[src/essb_pkg.sv]
// constants for the execution-state status bits of the program status word
package essb_pkg;
    localparam int PSW_WIDTH = 32;
    // field positions within program_status_word
    localparam int Q_BIT = 27;
    localparam int ISET_BIT = 24;
    localparam int HI_MSB = 26;
    localparam int HI_LSB = 25;
    localparam int LO_MSB = 15;
    localparam int LO_LSB = 10;
    localparam int REG_MSB = 15;
    localparam int REG_LSB = 12;
    localparam int APP_MSB = 31;
    localparam int APP_LSB = 27;
    localparam int EXC_MSB = 5;
    localparam int EXC_LSB = 0;
    // reset values
    localparam logic [7:0] STATE_RESET = 8'h00;
    localparam logic ISET_RESET = 1'b1;
    localparam logic Q_RESET = 1'b0;
    // status view selectors
    typedef enum logic [2:0] {
        VIEW_FULL = 3'h1,
        VIEW_APP = 3'h2,
        VIEW_EXEC = 3'h4
    } essb_view_type;
    // execution-state holder
    typedef enum logic [2:0] {
        MODE_IDLE = 3'h1,
        MODE_BLOCK = 3'h2,
        MODE_RESUME = 3'h4
    } essb_mode_type;
    localparam logic [3:0] MASK_EMPTY = 4'h0;
    localparam logic [3:0] MASK_END = 4'h8;
endpackage

[src/essb_exec_state.sv]
// execution-state bits, instruction-set bit and saturation flag of the status word
// Operation
// - saturation flag set by core, cleared only by software status transfer
// - bits 26:25 and 15:10 hold resume field or block state, read-only, reset zero
// - bits 26:25 forced to zero while resume state is held
// - conditional block spans at most four instructions, all conditional
// - each block instruction uses base condition or its inverse
// - bit 24 instruction-set state, read-only, resets to one
// - bit 24 loaded from branch target, stacked word or vector bit zero
// - executing with bit 24 clear raises fault instead
// - execution fields visible only in the stacked/hardware view; software reads in every view return them as zero
// - execution view is bits 26:24 and 15:10; flags 31:27; exception 5:0
// - software reads of execution view return zero, writes ignored
// - interrupted multi-transfer stores next register in 15:12 and resumes there, only when no block or resume state is held
`timescale 1ns/100ps
module essb_exec_state
    import essb_pkg::*;
(
    input wire logic mclk_in,
    input wire logic rst_in,
    // instruction issue and retirement
    input wire logic issue_in,
    input wire logic retire_in,
    // start of a conditional block: base condition and 4-bit then/else mask
    input wire logic block_start_in,
    input wire logic [3:0] block_cond_in,
    input wire logic [3:0] block_mask_in,
    // interrupted multi-transfer
    input wire logic suspend_in,
    input wire logic [3:0] suspend_reg_in,
    input wire logic resume_done_in,
    // instruction-set state loads
    input wire logic branch_load_in,
    input wire logic [31:0] branch_target_in,
    input wire logic exc_return_in,
    input wire logic [31:0] stacked_word_in,
    input wire logic exc_entry_in,
    input wire logic [31:0] vector_in,
    // saturation event and software status transfer
    input wire logic saturate_in,
    input wire logic sw_write_in,
    input wire logic [31:0] sw_wdata_in,
    input wire logic [2:0] sw_view_in,
    // stacked/hardware view and software read
    output logic [31:0] psw_exec_out,
    output logic [31:0] sw_rdata_out,
    output logic cond_valid_out,
    output logic [3:0] cond_out,
    output logic [3:0] resume_reg_out,
    output logic resuming_out,
    output logic fault_out
);
    // ------------------------------------------------------------
    // state
    // ------------------------------------------------------------
    essb_mode_type mode_reg, mode_next;
    logic iset_reg, iset_next;
    logic q_reg, q_next;
    logic [31:0] psw_reg, psw_next;
    logic [31:0] rd_reg, rd_next;
    logic [3:0] cond_reg, cond_next;
    logic cvalid_reg, cvalid_next;
    logic fault_reg, fault_next;
    logic resuming_reg, resuming_next;
    logic st_load;
    logic [7:0] st_wdata;
    logic [7:0] st_q;
    logic [3:0] base_cond;
    logic [3:0] blk_mask;

    essb_state_store u_store (
        .mclk_in(mclk_in),
        .rst_in(rst_in),
        .load_in(st_load),
        .data_in(st_wdata),
        .data_out(st_q)
    );

    // packed layout: [7:4]=base cond, [3:0]=mask; resume uses [7:4]=reg
    assign base_cond = st_q[7:4];
    assign blk_mask = st_q[3:0];

    // ------------------------------------------------------------
    // next state
    // ------------------------------------------------------------
    always_comb begin
        mode_next = mode_reg;
        st_load = 1'b0;
        st_wdata = st_q;
        iset_next = iset_reg;
        q_next = q_reg;
        cond_next = cond_reg;
        cvalid_next = 1'b0;
        fault_next = 1'b0;
        if (issue_in && !iset_reg) begin
            fault_next = 1'b1;
        end
        case (mode_reg)
            MODE_IDLE: begin
                if (suspend_in) begin
                    st_load = 1'b1;
                    st_wdata = {suspend_reg_in, MASK_EMPTY};
                    mode_next = MODE_RESUME;
                end else if (block_start_in && block_mask_in != MASK_EMPTY) begin
                    st_load = 1'b1;
                    st_wdata = {block_cond_in, block_mask_in};
                    mode_next = MODE_BLOCK;
                end
            end
            MODE_BLOCK: begin
                // low condition bit flips per instruction via the mask's top bit
                cvalid_next = iset_reg;
                cond_next = {base_cond[3:1], base_cond[0] ^ blk_mask[3]};
                if (retire_in) begin
                    st_load = 1'b1;
                    if (blk_mask[2:0] == 3'h0) begin
                        st_wdata = STATE_RESET;
                        mode_next = MODE_IDLE;
                        cvalid_next = 1'b0;
                    end else begin
                        // shift mask left; the trailing one marks block length
                        st_wdata = {base_cond, blk_mask[2:0], 1'b0};
                    end
                end
            end
            MODE_RESUME: begin
                if (resume_done_in) begin
                    st_load = 1'b1;
                    st_wdata = STATE_RESET;
                    mode_next = MODE_IDLE;
                end
            end
            default: begin
                mode_next = MODE_IDLE;
                st_load = 1'b1;
                st_wdata = STATE_RESET;
            end
        endcase
        // exception entry wins over return, return over branch
        if (exc_entry_in) begin
            iset_next = vector_in[0];
        end else if (exc_return_in) begin
            iset_next = stacked_word_in[ISET_BIT];
        end else if (branch_load_in) begin
            iset_next = branch_target_in[0];
        end
        // set wins over clear so a coincident saturation is not lost
        if (saturate_in) begin
            q_next = 1'b1;
        end else if (sw_write_in && sw_view_in != VIEW_EXEC && !sw_wdata_in[Q_BIT]) begin
            q_next = 1'b0;
        end
    end

    // ------------------------------------------------------------
    // views
    // ------------------------------------------------------------
    always_comb begin
        psw_next = 32'h0000_0000;
        // registered so the output comes straight from a flop
        resuming_next = mode_next == MODE_RESUME;
        psw_next[Q_BIT] = q_next;
        psw_next[ISET_BIT] = iset_next;
        if (mode_next == MODE_RESUME) begin
            psw_next[HI_MSB:HI_LSB] = 2'h0;
            psw_next[LO_MSB:LO_LSB] = {st_wdata[7:4], 2'h0};
        end else begin
            psw_next[HI_MSB:HI_LSB] = st_wdata[1:0];
            psw_next[LO_MSB:LO_LSB] = {st_wdata[7:2]};
        end
        // software never sees execution bits; full and app views carry the flag
        rd_next = 32'h0000_0000;
        if (sw_view_in != VIEW_EXEC) begin
            rd_next[Q_BIT] = q_reg;
        end
    end

    always_ff @(posedge mclk_in) begin
        if (rst_in) begin
            mode_reg <= MODE_IDLE;
            iset_reg <= ISET_RESET;
            q_reg <= Q_RESET;
            psw_reg <= {7'h00, ISET_RESET, 24'h000000};
            rd_reg <= 32'h0000_0000;
            cond_reg <= 4'h0;
            cvalid_reg <= 1'b0;
            fault_reg <= 1'b0;
            resuming_reg <= 1'b0;
        end else begin
            mode_reg <= mode_next;
            iset_reg <= iset_next;
            q_reg <= q_next;
            psw_reg <= psw_next;
            rd_reg <= rd_next;
            cond_reg <= cond_next;
            cvalid_reg <= cvalid_next;
            fault_reg <= fault_next;
            resuming_reg <= resuming_next;
        end
    end

    assign psw_exec_out = psw_reg;
    assign sw_rdata_out = rd_reg;
    assign cond_out = cond_reg;
    assign cond_valid_out = cvalid_reg;
    assign resume_reg_out = psw_reg[REG_MSB:REG_LSB];
    assign resuming_out = resuming_reg;
    assign fault_out = fault_reg;
endmodule

[src/essb_state_store.sv]
// small register that holds the eight packed execution-state bits
`timescale 1ns/100ps
module essb_state_store
    import essb_pkg::*;
(
    input wire logic mclk_in,
    input wire logic rst_in,
    input wire logic load_in,
    input wire logic [7:0] data_in,
    output logic [7:0] data_out
);
    logic [7:0] data_reg;
    logic [7:0] data_next;

    always_comb begin
        data_next = data_reg;
        if (load_in) begin
            data_next = data_in;
        end
    end

    always_ff @(posedge mclk_in) begin
        if (rst_in) begin
            data_reg <= STATE_RESET;
        end else begin
            data_reg <= data_next;
        end
    end

    assign data_out = data_reg;
endmodule

[config.mk]
export PLATFORM = sky130hd
export DESIGN_NAME = essb_exec_state
export DESIGN_NICKNAME = d
export VERILOG_FILES = /design/src/essb_pkg.sv /design/src/essb_exec_state.sv /design/src/essb_state_store.sv
export SDC_FILE = /design/constraint.sdc
export NUM_CORES = 1
export LEC_CHECK = 0
export CAP_MARGIN = 10
export CORE_ASPECT_RATIO = 0.75
export CORE_MARGIN = 5
export CORE_UTILIZATION = 26
export CTS_CLUSTER_SIZE = 40
export DETAILED_ROUTE_END_ITERATION = 7
export DONT_BUFFER_PORTS = 1
export PLACE_DENSITY = 0.42
export SYNTH_ARGS = -nofsm -noshare
export SYNTH_HDL_FRONTEND = slang
export SYNTH_HIERARCHICAL = 1
export SYNTH_SLANG_ARGS = --single-unit
[constraint.sdc]
create_clock -name mclk_in -period 4.5 [get_ports mclk_in]
set_input_delay 0.9 -clock mclk_in [delete_from_list [all_inputs] [get_ports mclk_in]]
set_output_delay 0.9 -clock mclk_in [all_outputs]
set_load 0.02 [all_outputs]
### Yosys cells after proc, flatten, opt, wreduce, memory -nomap -nowiden

Cells that the tools add are included.

| word-level totals | value |
|---|---|
| output and inout port bits | 75 |
| flip-flop bits (word level) | 84 |
| logic and storage cells | 57 |
| input bits | 155 |

| cells by class | value |
|---|---|
| bitwise logic cells | 3 |
| equality and inequality tests | 5 |
| muxes and demuxes | 25 |
| reduce and logical (&&, ||, !) cells | 11 |

Operators by type and width:

| cell | number |
|---|---|
| $mux W8 | 5 |
| $pmux W8 S3 | 1 |
| $mux W3 | 5 |
| $mux W1 | 12 |
| $pmux W3 S3 | 1 |
| $eq A3 B3 Y1 const B | 2 |
| $reduce_or A2 Y1 | 3 |
| $logic_and A1 B1 Y1 | 4 |
| $reduce_bool A4 Y1 | 1 |
| $eq A3 B1 Y1 const B | 1 |
| $eq A3 B2 Y1 const B | 1 |
| $logic_not A3 Y1 | 1 |
| $ne A3 B3 Y1 const B | 1 |
| $pmux W1 S3 | 1 |
| $logic_not A1 Y1 | 2 |
| $not A1 Y1 | 2 |
| $xor A1 B1 Y1 | 1 |

### Depth between registers and ports, before layout

| depth | value |
|---|---|
| word-level depth | 7 |
| mapped depth | 8 |
| depth with buffers taken out | 6 |

### Modules after synthesis

The synthesis kept the hierarchy.

Modules (own cells, without submodules):

| module | seq. area each (um^2) | cells each | area an instance (um^2) | times used |
|---|---|---|---|---|
| essb_exec_state | 420.4 | 178 | 1520.2 | 1 |
| essb_state_store | 160.2 | 26 | 285.3 | 1 |

### Worst setup path before layout

No wires, ideal clock.

| timing | value |
|---|---|
| kind | input-to-reg |
| start point | input block_mask_in[0] |
| end point | register u_store.data_reg[4], in the netlist u_store/data_out[4] |
| arrival time | 2.090 ns |
| buffers on the path | 0 |
| stages on the path | 6 |
| library setup time | 0.124 ns |
| setup slack | 2.286 ns |
| required time | 4.376 ns |
| path through | o41a_1 -> and2_1 -> a222oi_1 -> inv_1 -> mux2i_1 -> nor2_1 |

| on the way | value |
|---|---|
| longest elaborated chain between the ends | 5 |
| elaborated cells on any way between the ends | 8 |
| those cells by class | mux: 6; reduce/logical: 2 |

RTL lines:

| what | line | text |
|---|---|---|
| start: declaration | essb_exec_state.sv:27 | `input wire logic [3:0] block_mask_in,` |
| $reduce_bool A4 Y1 | essb_exec_state.sv:104 | `end else if (block_start_in && block_mask_in != MASK_EMPTY) begin` |
| $logic_and A1 B1 Y1 | essb_exec_state.sv:104 |  |
| $mux W8 | essb_exec_state.sv:104 |  |
| $mux W8 | essb_exec_state.sv:100 | `if (suspend_in) begin` |
| $pmux W8 S3 | essb_exec_state.sv:98 | `case (mode_reg)` |
| named net psw_next[12] | essb_exec_state.sv:59 | `logic [31:0] psw_reg, psw_next;` |
| end signal: assignment | essb_state_store.sv:26 | `data_reg <= data_next;` |
| end: declaration | essb_state_store.sv:12 | `logic [7:0] data_reg;` |

The timed path passes the listed nets, and every way through them passes these cells.
A chain may end at the register's enable or synchronous reset.

### Final worst setup path

Ends and elaborated chain as after synthesis.

==> results.sh <==
export IMPL_status="completed"
export IMPL_leakage_nw=0.7874
export IMPL_cts_made_buffers=5
export IMPL_timing_rr_end="u_store/data_out[3]"
export IMPL_ys_ff_latch=29
export IMPL_setup_viol=0
export IMPL_synth_cells=204
export IMPL_tightestPinTransition_ns=1.048
export IMPL_hold_buffers=0
export IMPL_switching_share_pct=33.41
export IMPL_crit_path_end_kind="register"
export IMPL_cts_sinks=29
export IMPL_first_iter_violations=83
export IMPL_final_common_cell="conb_1"
export IMPL_switchingPower_mw=0.2122
export IMPL_fin_area_mm2=0.001689
export IMPL_timing_final_crit_share_pct=47.05
export IMPL_fin_tns_setup_ns=0
export IMPL_synth_compound_gate_area_share_pct=12.06
export IMPL_drive_gt1_share_pct=9.137
export IMPL_synth_xor_area_share_pct=0.9702
export IMPL_cts_tree="done"
export IMPL_clk_pin_slew_ns=0.06
export IMPL_cp_arrival_ns=2.28
export IMPL_maxSlewViolCount=0
export IMPL_yosys_area_top_type="dfxtp_1"
export IMPL_drt_vias_per_instance=3.996
export IMPL_core_mm2=0.006799
export IMPL_die_h_um=82.17
export IMPL_synth_edf_count=0
export IMPL_seq_area_frac_synth_pct=32.16
export IMPL_rows=26
export IMPL_dp_cells=273
export IMPL_min_path_cells=2
export IMPL_yosysTopAreaCellShare_pct=32.16
export IMPL_critical_path_top_delay_family="compound AO/OA/AOI/OAI gates"
export IMPL_critPathKind="in2reg"
export IMPL_grt_setup_unrepaired="false"
export IMPL_finalCriticalPeriod_ns=2.117
export IMPL_insertion_delay_ns=0.28
export IMPL_final_nets=351
export IMPL_synth_adder_area_share_pct=0
export IMPL_clockBufferDepth=2
export IMPL_seqPwrFrac_pct=48.4
export IMPL_globalplace_congestion=0.7501
export IMPL_antenna_found_initial=0
export IMPL_max_freq_mhz=472.3
export IMPL_clockPowerShare_pct=31.9
export IMPL_relSlewSlack_pct=29.99
export IMPL_timing_hold_violations_final=0
export IMPL_cts_htree_levels=2
export IMPL_syn_to_final_growth_pct=-6.445
export IMPL_antenna_cells=0
export IMPL_p_int_mw=0.4229
export IMPL_critPathMaxStageDelay_ns=0.51
export IMPL_yosys_mux_area_fraction_pct=6.098
export IMPL_ys_warn_count=6
export IMPL_start_util_pct=26.56
export IMPL_cap_violations=0
export IMPL_first_pass_iters=4
export IMPL_avgSynthCellArea_um2=8.850
export IMPL_antenna_left=0
export IMPL_hold_end="cond_out[3]"
export IMPL_drt_total_wl_um=3792
export IMPL_r2r_start="mode_reg[1]"
export IMPL_cts_setup_buffers=0
export IMPL_wl_per_cell_um=13.49
export IMPL_post_dp_hpwl_um=2915
export IMPL_placed_area_mm2=0.001607
export IMPL_max_vdd_ir_drop_uv=95.01
export IMPL_final_util_pct=24.84
export IMPL_yosys_cell_types_count=42
export IMPL_clock_skew_ns=0.006144
export IMPL_largest_reg_flops=9
export IMPL_root_buffer="clkbuf_8"
export IMPL_portBuffers=0
export IMPL_crit_buf_inv=1
export IMPL_netlist_area_mm2=0.001805
export IMPL_path_max_fanout=5
export IMPL_grt_pass1_wl_um=5423
export IMPL_cp_slowest_cell="o41a_1"
export IMPL_grt_ovfl_total=0
export IMPL_grt_max_degree=25
export IMPL_drc=0
export IMPL_synthSimpleGateAreaFrac_pct=18.99
export IMPL_ys_flop_type="dfxtp_1"
export IMPL_p_per_area_mw_per_mm2=376.0
export IMPL_ioPinCount=230
export IMPL_grt_pass1_vias=1040
export IMPL_crit_chain="o41a_1 -> and2_1 -> a222oi_1 -> inv_1 -> mux2i_1 -> nor2_1"
export IMPL_fin_cells=281
export IMPL_via_count=1123
export IMPL_power_frac_comb_pct=19.7
export IMPL_reg2reg_depth=5
export IMPL_synthTopCellsByArea="dfxtp_1 32%, buf_4 25%, mux2i_1 6.1%"
export IMPL_track_usage_pct=8.150
export IMPL_min_delay_start="u_store/data_out[7]"
export IMPL_cp_num_cells=6
export IMPL_rrSetupSlack_ns=2.49
export IMPL_synth_async_reset_ratio_pct=0
export IMPL_synth_top_family_by_area="buffers and inverters"
export IMPL_finalPower_mw=0.6351
export IMPL_die_width_um=106.2
export IMPL_critPathLaunchType="primary input"
export IMPL_mostFrequentLayoutCells="53 x conb_1, 29 x dfxtp_1, 17 x nor2_1"
export IMPL_cts_repair_resized=0
export IMPL_hold_class="reg2reg"
export IMPL_critPathRequiredTime_ns=4.67
export IMPL_die_area_mm2=0.008728
[synth_stat cells, types with 2 or more instances]
library cell  count
or3_1             2
or4b_2            2
buf_4            59
a222oi_1          4
mux2i_1          11
dfxtp_1          29
and2_1            6
o21ai_0           3
nor2_1           17
buf_2             3
or3b_2            2
and3_1            3
a21oi_1           8
a31oi_1           2
nor3b_1           5
o22ai_1           2
nand2_1          10
xnor2_1           2
inv_1             9
buf_6             3
[layout make-up]
| class | instances | area, µm² |
|---|---|---|
| clock inverter | 2 | 10.01 |
| inverter | 9 | 33.78 |
| multi-input combinational | 151 | 887.1 |
| clock buffer | 6 | 72.57 |
| sequential | 29 | 580.6 |
| fill | 731 | 5110 |
| tap | 84 | 105.1 |
[power by group through the flow]
stage / Clock, mW / Combinational [mW] / Sequential, mW
after global routing: 0.225 / 0.138 / 0.312
after floorplan: 0 / 0.174 / 0.296
after global placement: 0 / 0.124 / 0.314
final: 0.202 / 0.125 / 0.308
after detailed placement: 0 / 0.124 / 0.313
after CTS: 0.212 / 0.125 / 0.308
[how the worst max path moves through the flow]
| stage | from | to | slack [ns] |
|---|---|---|---|
| 2_1_floorplan | block_mask_in[0] | u_store/data_out[4] | 2.29 |
| 3_3_place_gp | block_mask_in[0] | u_store/data_out[5] | 2.10 |
| 3_5_place_dp | block_mask_in[0] | u_store/data_out[5] | 2.10 |
| 4_1_cts | block_mask_in[0] | u_store/data_out[4] | 2.39 |
| 5_1_grt | mode_reg[1] | u_store/data_out[3] | 2.24 |
| 6_report | block_mask_in[0] | u_store/data_out[4] | 2.38 |
[through the flow]
stage / setup slack (ns) / hold WS, ns
after global placement: 2.103 / 0.4614
after floorplan: 2.286 / 0.4309
after global routing: 2.236 / 0.4969
after CTS: 2.389 / 0.4708
final: 2.383 / 0.4685
after detailed placement: 2.097 / 0.4620
[layer usage]
metal | GRT usage [%] | part of all wire (%) | vias to the layer above | wire length (µm)
li1 | - | - | 566 | -
met1 | 10.66 | 43 | 507 | 1642
met2 | 11.25 | 45 | 48 | 1703
met3 | 4.740 | 11 | 2 | 435
met4 | 2.329 | 0.29 | 0 | 11
met5 | 0 | 0 | - | 0
[worst reg2reg max path, cell delays in order (launching register included)]
cell,delay (ns)
dfxtp_1,0.49
nor3b_1,0.89
and3_1,0.26
a211o_1,0.13
mux2i_1,0.08
nor2_1,0.09
[logic make-up after synthesis]
logic type | after synthesis
AO/OA/AOI/OAI | 28
XOR/XNOR | 2
buffers and inverters | 76
flip-flops | 29
multiplexers | 11
other | 1
AND/OR/NAND/NOR | 57
Power figures use the tool's default switching activity.
